## src/common/serr_defs.svh

```systemverilog
// Register offsets, field positions and reset values of the event and result bank
`ifndef SERR_DEFS_SVH
`define SERR_DEFS_SVH
`define SERR_OFF_CMD_MAILBOX 8'h18
`define SERR_OFF_EVENT_FLAGS 8'h21
`define SERR_OFF_VIS_LO 8'h22
`define SERR_OFF_VIS_HI 8'h23
`define SERR_OFF_IR_LO 8'h24
`define SERR_OFF_IR_HI 8'h25
`define SERR_OFF_PS1_LO 8'h26
`define SERR_OFF_PS1_HI 8'h27
`define SERR_OFF_PS2_LO 8'h28
`define SERR_BIT_CMD_FLAG 5
`define SERR_BIT_PS3_FLAG 4
`define SERR_BIT_PS2_FLAG 3
`define SERR_BIT_PS1_FLAG 2
`define SERR_AMB_MSB 1
`define SERR_AMB_LSB 0
`define SERR_FLAG_MASK 8'h3F
`define SERR_RESET_BYTE 8'h00
`define SERR_IM_HOLD 2'h3
`define SERR_NUM_RESULTS 7
`endif

```

## src/common/serr_pkg.sv

```systemverilog
// Types shared by the event and result bank
package serr_pkg;
  typedef enum logic [1:0] {
    SERR_CLR_HOST,
    SERR_CLR_AUTO
  } serr_clr_mode_t;
  typedef enum logic [1:0] {
    SERR_SEQ_STANDBY,
    SERR_SEQ_AWAKE
  } serr_seq_state_t;
endpackage : serr_pkg

```

## src/core/serr_result_mem.sv

```systemverilog
// Result byte storage with registered read data
`timescale 1ns/1ps
`include "serr_defs.svh"
module serr_result_mem #(
  parameter int DEPTH = 7
) (
  // Clock and reset
  input wire logic clk_i,
  input wire logic rst_i,
  // Write port
  input wire logic wr_en_i,
  input wire logic [2:0] wr_idx_i,
  input wire logic [7:0] wr_data_i,
  // Read port
  input wire logic [2:0] rd_idx_i,
  output logic [7:0] rd_data_o
);
  logic [7:0] mem [DEPTH];

  // =======================================
  // Storage
  genvar g;
  generate
    for (g = 0; g < DEPTH; g++) begin : g_entry
      always_ff @(posedge clk_i) begin
        if (rst_i) begin
          mem[g] <= `SERR_RESET_BYTE; // see (RL10)
        end else if (wr_en_i && wr_idx_i == 3'(g)) begin
          mem[g] <= wr_data_i;
        end
      end
    end
  endgenerate

  // =======================================
  // Read
  always_ff @(posedge clk_i) begin
    if (rst_i) begin
      rd_data_o <= `SERR_RESET_BYTE;
    end else if (int'(rd_idx_i) < DEPTH) begin
      rd_data_o <= mem[rd_idx_i];
    end else begin
      rd_data_o <= `SERR_RESET_BYTE;
    end
  end
endmodule : serr_result_mem

```

## src/core/serr_irq_gate.sv

```systemverilog
// Interrupt output from flags and enables
`timescale 1ns/1ps
module serr_irq_gate #(
  parameter int WIDTH = 6
) (
  // Flags and enables
  input wire logic [WIDTH-1:0] flags_i,
  input wire logic [WIDTH-1:0] enables_i,
  // Interrupt
  output logic irq_o
);
  assign irq_o = |(flags_i & enables_i); // see (RL2)
endmodule : serr_irq_gate

```

## src/core/serr_regs.sv

```systemverilog
// Event flag and measurement result registers of the sensor
// Function
// (RL1) Flags: command bit 5, proximity 3/2/1 bits 4/3/2, ambient field bits 1:0.
// (RL2) Interrupt asserts while any flag and its enable are both set.
// (RL3) Host clear mode: flags stay set until host writes one to them.
// (RL4) Auto clear mode: sequencer clears flags except proximity channels in mode 11.
// (RL5) Visible result word at 0x22 low, 0x23 high.
// (RL6) Infrared result word at 0x24 low, 0x25 high.
// (RL7) Proximity 1 result word at 0x26 low, 0x27 high.
// (RL8) Proximity 2 result low byte at 0x28.
// (RL9) Host reads results after interrupt, before next measurement overwrites.
// (RL10) Flags and all results reset to zero.
// (RL11) Only a host write to the command mailbox wakes the sequencer.
// (RL12) Flag bits 7:6 read zero and ignore writes.
`timescale 1ns/1ps
`include "serr_defs.svh"
module serr_regs (
  // Clock and reset
  input wire logic clk_i,
  input wire logic rst_i,
  // Host register port
  input wire logic [7:0] addr_i,
  input wire logic wr_i,
  input wire logic rd_i,
  input wire logic [7:0] wdata_i,
  output logic [7:0] rdata_o,
  // Configuration from elsewhere in the device
  input wire logic [5:0] irq_enable_i,
  input wire logic clr_mode_i,
  input wire logic [1:0] prox_irq_mode_param_i [3],
  // Sequencer side
  input wire logic seq_sleep_i,
  input wire logic seq_auto_clear_i,
  input wire logic [5:0] event_set_i,
  input wire logic [1:0] ambient_set_i,
  input wire logic res_wr_i,
  input wire logic [2:0] res_idx_i,
  input wire logic [7:0] res_data_i,
  output logic seq_awake_o,
  output logic wake_o,
  // Interrupt pin
  output logic irq_o
);
  logic [5:0] event_flags;
  logic [5:0] next_event_flags;
  logic [5:0] host_clr;
  logic [5:0] auto_clr;
  logic [5:0] hw_set;
  logic host_wr_res;
  logic [3:0] host_res_sel;
  logic [2:0] host_res_idx;
  logic mem_wr;
  logic [2:0] mem_wr_idx;
  logic [7:0] mem_wr_data;
  logic [7:0] mem_rdata;
  logic [7:0] flag_rdata;
  logic rd_is_flag;
  logic rd_is_res;
  serr_pkg::serr_seq_state_t seq_state;

  // =======================================
  // Address decode of result bytes
  function automatic logic [3:0] res_index(input logic [7:0] a);
    case (a)
      `SERR_OFF_VIS_LO: res_index = 4'h0; // see (RL5)
      `SERR_OFF_VIS_HI: res_index = 4'h1; // see (RL5)
      `SERR_OFF_IR_LO: res_index = 4'h2; // see (RL6)
      `SERR_OFF_IR_HI: res_index = 4'h3; // see (RL6)
      `SERR_OFF_PS1_LO: res_index = 4'h4; // see (RL7)
      `SERR_OFF_PS1_HI: res_index = 4'h5; // see (RL7)
      `SERR_OFF_PS2_LO: res_index = 4'h6; // see (RL8)
      default: res_index = 4'h8;
    endcase
  endfunction : res_index

  // Bit 3 of the selector marks an address outside the result bytes
  assign host_res_sel = res_index(addr_i);
  assign host_res_idx = host_res_sel[2:0];
  assign host_wr_res = wr_i && !host_res_sel[3];

  // =======================================
  // Event flags
  always_comb begin
    hw_set = event_set_i;
    hw_set[`SERR_AMB_MSB:`SERR_AMB_LSB] = ambient_set_i;
    host_clr = 6'h00;
    auto_clr = 6'h00;
    if (wr_i && addr_i == `SERR_OFF_EVENT_FLAGS && clr_mode_i == 1'b0) begin
      host_clr = wdata_i[5:0]; // see (RL3) (RL12)
    end
    if (seq_auto_clear_i && clr_mode_i == 1'b1) begin
      auto_clr = 6'h3F; // see (RL4)
      for (int i = 0; i < 3; i++) begin
        if (prox_irq_mode_param_i[i] == `SERR_IM_HOLD) begin
          auto_clr[`SERR_BIT_PS1_FLAG + i] = 1'b0; // see (RL4)
        end
      end
    end
    // Set wins over a same-cycle clear
    next_event_flags = (event_flags & ~(host_clr | auto_clr)) | hw_set;
  end

  always_ff @(posedge clk_i) begin
    if (rst_i) begin
      event_flags <= 6'h00; // see (RL10)
    end else begin
      event_flags <= next_event_flags; // see (RL1)
    end
  end

  assign flag_rdata = {2'b00, event_flags} & `SERR_FLAG_MASK; // see (RL12)

  // =======================================
  // Sequencer wake
  always_ff @(posedge clk_i) begin
    if (rst_i) begin
      seq_state <= serr_pkg::SERR_SEQ_STANDBY;
    end else begin
      case (seq_state)
        serr_pkg::SERR_SEQ_STANDBY: begin
          if (wr_i && addr_i == `SERR_OFF_CMD_MAILBOX) begin
            seq_state <= serr_pkg::SERR_SEQ_AWAKE; // see (RL11)
          end
        end
        serr_pkg::SERR_SEQ_AWAKE: begin
          if (seq_sleep_i) begin
            seq_state <= serr_pkg::SERR_SEQ_STANDBY;
          end
        end
        default: seq_state <= serr_pkg::SERR_SEQ_STANDBY;
      endcase
    end
  end

  assign wake_o = wr_i && addr_i == `SERR_OFF_CMD_MAILBOX; // see (RL11)
  assign seq_awake_o = seq_state == serr_pkg::SERR_SEQ_AWAKE;

  // =======================================
  // Result storage; sequencer write overrides host
  assign mem_wr = res_wr_i || host_wr_res;
  assign mem_wr_idx = res_wr_i ? res_idx_i : host_res_idx;
  assign mem_wr_data = res_wr_i ? res_data_i : wdata_i; // see (RL9)

  serr_result_mem #(
    .DEPTH(`SERR_NUM_RESULTS)
  ) u_mem (
    .clk_i(clk_i),
    .rst_i(rst_i),
    .wr_en_i(mem_wr),
    .wr_idx_i(mem_wr_idx),
    .wr_data_i(mem_wr_data),
    .rd_idx_i(host_res_idx),
    .rd_data_o(mem_rdata)
  );

  // =======================================
  // Read data, one cycle after rd_i
  always_ff @(posedge clk_i) begin
    if (rst_i) begin
      rd_is_flag <= 1'b0;
      rd_is_res <= 1'b0;
    end else begin
      rd_is_flag <= rd_i && addr_i == `SERR_OFF_EVENT_FLAGS;
      rd_is_res <= rd_i && !host_res_sel[3];
    end
  end

  logic [7:0] flag_rdata_q;
  always_ff @(posedge clk_i) begin
    if (rst_i) begin
      flag_rdata_q <= `SERR_RESET_BYTE;
    end else begin
      flag_rdata_q <= flag_rdata;
    end
  end

  assign rdata_o = rd_is_flag ? flag_rdata_q : (rd_is_res ? mem_rdata : 8'h00);

  // =======================================
  // Interrupt pin
  serr_irq_gate #(
    .WIDTH(6)
  ) u_irq (
    .flags_i(event_flags),
    .enables_i(irq_enable_i),
    .irq_o(irq_o)
  );
endmodule : serr_regs

```

## config.mk

```make
export PLATFORM = sky130hd
export DESIGN_NAME = serr_regs
export DESIGN_NICKNAME = d
export VERILOG_FILES = /design/src/common/serr_pkg.sv /design/src/core/serr_result_mem.sv /design/src/core/serr_irq_gate.sv /design/src/core/serr_regs.sv
export VERILOG_INCLUDE_DIRS = /design/src /design/src/common
export SDC_FILE = /design/constraint.sdc
export NUM_CORES = 1
export LEC_CHECK = 0
export BUFFER_PORTS_ARGS = -buffer_cell sky130_fd_sc_hd__buf_2
export CORE_UTILIZATION = 50
export CTS_BUF_LIST = sky130_fd_sc_hd__clkbuf_4
export CTS_CLUSTER_DIAMETER = 200
export DETAILED_ROUTE_END_ITERATION = 8
export PLACE_DENSITY = 0.84
export SETUP_SLACK_MARGIN = 0.15
export SYNTH_ARGS = -nofsm -noshare
export SYNTH_HDL_FRONTEND = slang
export SYNTH_SLANG_ARGS = --single-unit
```

## constraint.sdc

```tcl
create_clock -name clk_i -period 2.7 [get_ports clk_i]
set_clock_uncertainty 0.2 [all_clocks]
set_input_delay 0.54 -clock clk_i [delete_from_list [all_inputs] [get_ports clk_i]]
set_output_delay 0.54 -clock clk_i [all_outputs]
set_load 0.05 [all_outputs]
```

# After elaboration in Yosys (flattened, before gate mapping)

Memory sizes are Yosys's and may differ from the RTL's. A register that Yosys moved wholly into a read port is not among the register bits.
Index checks and enable logic that the tools add are counted.

Memory bits (writable): 56
Output and inout bits: 11
Register bits: 18
Memories kept: 1
Input port bits: 55
Logic and storage cells: 107

Memory list:

| name      | words | width | read ports | clocked after memory_dff | write ports | line                  | RTL |
|---|---|---|---|---|---|---|---|
| u_mem.mem | 7     | 8     | 1          | 1                        | 7           | serr_result_mem.sv:18 | `logic [7:0] mem [DEPTH];` |

Eq/ne operators: 21
Bitwise logic cells: 14
Reductions and logical operators: 21
Muxes and demuxes: 43
$lt $le $gt $ge: 1

Operators by type and width:

| operator           | number |
|---|---|
| $mux 8             | 10 |
| $eq 8x6->1 const B | 8 |
| $pmux 4 s7         | 1 |
| $mux 1             | 26 |
| $logic_and 1x1->1  | 14 |
| $and 6x6->6        | 2 |
| $mux 6             | 2 |
| $or 6x6->6         | 2 |
| $eq 3x3->1 const B | 3 |
| $eq 8x5->1 const B | 1 |
| $or 1x1->1         | 7 |
| $eq 2x2->1 const B | 3 |
| $eq 3x2->1 const B | 2 |
| $not 6->6          | 1 |
| $reduce_or 6->1    | 1 |
| $mux 2             | 2 |
| $ne 2x2->1 const B | 2 |
| $pmux 2 s2         | 1 |
| $eq 3x1->1 const B | 1 |
| $logic_not 3->1    | 1 |
| $lt 3x3->1 const B | 1 |
| $mux 3             | 1 |
| $eq 2x1->1 const B | 1 |
| $logic_not 2->1    | 1 |
| 5 further kinds    | 6 |

# Logic depth before layout (Yosys ltp)

Depth after elaboration: 10
Mapped depth: 8
Mapped depth without buffers: 5

# Cells and area by module

From an unflattened synthesis, not the netlist that was laid out.

Cells, all modules: 332
Area total of the unflattened synthesis: 3771.1 µm²

Modules (own cells, without submodules):

| module          | area each (µm²) | cells each | instances | sequential area each (µm²) |
|---|---|---|---|---|
| serr_result_mem | 2849.0          | 210        | 1         | 1841.8 |
| serr_regs       | 894.6           | 118        | 1         | 300.3 |
| serr_irq_gate   | 27.5            | 4          | 1         | 0.0 |

# Worst setup path before layout

Ideal clock, no wire load.

Kind: input port to flip-flop
Start: input addr_i[4]
End: memory u_mem.mem[6][0] (enable)
Cell stages on the path: 5
Data required time: 2125 ps
Arrival time: 2272 ps
Path buffers: 1
Slack: -147 ps
Setup time: 375 ps
Cell sequence: or4b_1 buf_4 o41ai_2 nand2_1 o21bai_1

RTL lines:

| item               | line                  | RTL |
|---|---|---|
| start: declaration | serr_regs.sv:22       | `input wire logic [7:0] addr_i,` |
| end: declaration   | serr_result_mem.sv:18 |  |

# Worst setup path in the final report

Start: input addr_i[1]
End: output wake_o

Cells in the longest elaborated chain, start to end: 2

Ends and longest elaborated chain:

| item                               | line            | RTL |
|---|---|---|
| $eq 8x5->1 (no source line)        | -               |  |
| $logic_and 1x1->1 (no source line) | -               |  |
| end: declaration                   | serr_regs.sv:40 | `output logic wake_o,` |

No other way between the ends.

==> impl_metrics.tcl <==
set metrics [dict create \
    status "finished clean" \
    ant_nets 0 \
    multi_input_area_mm2 0.00161 \
    path_buf_inv 3 \
    r2r_slack_ns 0.96 \
    timing.rr.start "u_mem.mem[0][7]$_SDFFCE_PN0P_" \
    rsz0062_at_grt "no" \
    yosysWarnings 0 \
    switching_power_w 0.000688 \
    synthesis.nets 405 \
    cts_root_buf "clkbuf_4" \
    critPathMostFrequentCell "buf_2" \
    hold_path.class "input pin to register" \
    start_util_pct 52.0 \
    hold_ws_ns 0.0870 \
    critical_path_class "input pin to primary output" \
    core_area_mm2 0.00729 \
    yosys.area.top_type_share_pct 44.3 \
    clk_latency_ns 0.45 \
    die_y_um 89.1 \
    yosysTopAreaCell "edfxtp_1" \
    power-per-cell-area_mw_per_mm2 522 \
    worstPathRequired_ns 1.96 \
    htree_num_levels 3 \
    hold_viol 0 \
    synth_edf_count 56 \
    use_met2_pct 44.1 \
    diodes 0 \
    dp_hpwl_mm 7.25 \
    max_freq_ghz 0.418 \
    clock-sinks 79 \
    min_to "event_flags[0]$_SDFF_PP0_" \
    rows 31 \
    swShare_pct 28.3 \
    met1_usage_pct 32.3 \
    finalCritPeriodShare_pct 88.6 \
    cp-start-kind "input pin" \
    firstDrtPassIters 5 \
    vias 3189 \
    antenna_found_initial 0 \
    period_minus_slack_ns 2.39 \
    fin_util_pct 63.9 \
    final_common_cell "nor2_1" \
    grt_max_degree 32 \
    syn2layout_area_growth_pct 22.8 \
    synthTopCellsByArea "edfxtp_1 (44%), dfxtp_1 (12%), nor2_1 (8.0%)" \
    totalWireLength_mm 9.85 \
    dieArea_mm2 0.00794 \
    synth_ff_type "edfxtp_1" \
    hold_start "ambient_set_i[0]" \
    r2r-end "u_mem.rd_data_o[7]$_SDFF_PP0_" \
    p_int_w 0.00174 \
    drive_above_1_share_pct 36.4 \
    clkTransAtPathRegs_ns 0.14 \
    grt_pass1_wl_mm 14.5 \
    clockBufferDepth 2 \
    use_met3_pct 3.60 \
    tightest_slew_ns 0.660 \
    grt_overflow 0 \
    ys_seq_area_share_pct 56.5 \
    grt.busiest_layer "met2" \
    ios 66 \
    routed_via_density 5.80 \
    drc 0 \
    grt_pass1_vias 2903 \
    critical_path.top_delay_family "buffers and inverters" \
    r2r_cells 4 \
    cts_made_buffers 9 \
    seqPwrFrac_pct 57.8 \
    final_nets 501 \
    max_slew_margin_pct 55.9 \
    yosysUniqueCellTypes 48 \
    fillers 591 \
    max_stage_delay_ns 0.32 \
    slew_viol_final 0 \
    hold_buffers 0 \
    cts_tree "done" \
    netlist_area_mm2 0.00379 \
    setup.worst_path.end_class "primary output" \
    max-cap-violations 0 \
    cp_slowest_cell "nor4b_4" \
    die_w_um 89.1 \
    synth-seq-cells 79 \
    cp.arrival_ns 1.65 \
    p_leak_nw 1.81 \
    gp_congestion 0.851 \
    p_comb_share_pct 14.5 \
    crit_fanout 7 \
    setup_viol 0 \
    syn_inst 350 \
    synthArstFlopShare_pct 0 \
    regArea_mm2 0.00214 \
    portBuffers 63 \
    min_path_cells 3 \
    routedWlPerCell_um 17.9 \
    grt_use_total_pct 25.7 \
    first_iter_violations 348 \
    crit_chain "buf_2, nor4b_4, buf_4, and3_1, buf_2" \
    vdd_ir_drop_max_uv 287 \
    p_clk_share_pct 27.7 \
    mostFrequentLayoutCells "nor2_1 (80), buf_2 (63), edfxtp_1 (56)" \
    synth.avg_cell_area_um2 10.8 \
]
==> registers in the layout, indices dropped and copies added (netlist names) <==
| name | count |
|---|---|
| u_mem.rd_data_o | 8 |
| rd_is_res | 1 |
| seq_state | 1 |
| event_flags | 6 |
| u_mem.mem | 56 |
| flag_rdata_q | 6 |
| rd_is_flag | 1 |
==> layer usage <==
metal  wire (um)  part of all wire (%)
met5           0                     0
met4         272                   2.8
met3         711                   7.2
met2        4990                    51
met1        3870                    39
==> cells by family after synthesis <==
group	after synthesis	synth area share [%]
muxes	17	4.98
xor gates and xnor gates	1	0.231
AOI/OAI and AO/OA	78	16.2
buffers and inverters	25	3.43
and+or+nand+nor	150	18.7
DFF	79	56.5
==> tightest hold or removal path, stage by stage <==
cell and delay [ns]:
buf_2 0.07, a31oi_1 0.03, nor2_1 0.07
==> final cells by class <==
cell class,count,share of cell area [%]
timing repair buffer,102,13.3
clock buffer,9,1.45
sequential,79,46.0
tap,99,2.66
multi-input combinational,246,34.6
clock inverter,7,1.32
inverter,8,0.645
==> synthesized netlist by cell type, types with 7 or more instances <==
master     count
mux2_2        15
o21ai_0        7
o221ai_1       7
nor2b_1        9
clkbuf_1       7
o21bai_1       7
a2111oi_0      7
nor2_1        81
o221a_2        7
inv_1          8
nand2_1       33
dfxtp_1       23
edfxtp_1      56
a21oi_1       13
==> stage by stage <==
step | cell area, um2 | TNS, ns | std cells | total power, W | setup WS (ns)
after CTS | 4660 | 0 | 550 | 0.00243 | 0.165
after global placement | 4530 | 0 | 534 | 0.00176 | 0.0113
after floorplan | 3890 | 0 | 350 | 0.00163 | 0.120
after detailed placement | 4530 | -0.133 | 534 | 0.00178 | -0.0161
after global routing | 4660 | 0 | 550 | 0.00251 | 0.240
final | 4660 | 0 | 550 | 0.00243 | 0.307
==> power groups by stage <==
stage	sequential (W)	combinational (W)	clock (W)
2_1_floorplan	0.00142	0.000206	0
3_3_place_gp	0.00143	0.000334	0
3_5_place_dp	0.00143	0.000345	0
4_1_cts	0.00140	0.000348	0.000675
5_1_grt	0.00141	0.000377	0.000724
6_report	0.00141	0.000351	0.000673
==> timing repair <==
action	4_1_cts	5_1_grt
buffers inserted	0	0
gates resized for setup	0	1
hold endpoints to repair	0	0
endpoints found under the setup margin	0	7
==> worst max path at each step <==
stage,start,endpoint,slack (ns),cells past startpoint
5_1_grt,rd_is_flag$_SDFF_PP0_,rdata_o[2],0.24,3
2_1_floorplan,addr_i[4],u_mem.mem[6][0]$_SDFFCE_PN0P_,0.12,5
3_3_place_gp,addr_i[4],u_mem.mem[1][1]$_SDFFCE_PN0P_,0.01,5
6_report,addr_i[1],wake_o,0.31,5
4_1_cts,rd_is_flag$_SDFF_PP0_,rdata_o[2],0.16,3
3_5_place_dp,addr_i[4],u_mem.mem[6][3]$_SDFFCE_PN0P_,-0.02,5
Power figures use the tool's default switching activity.
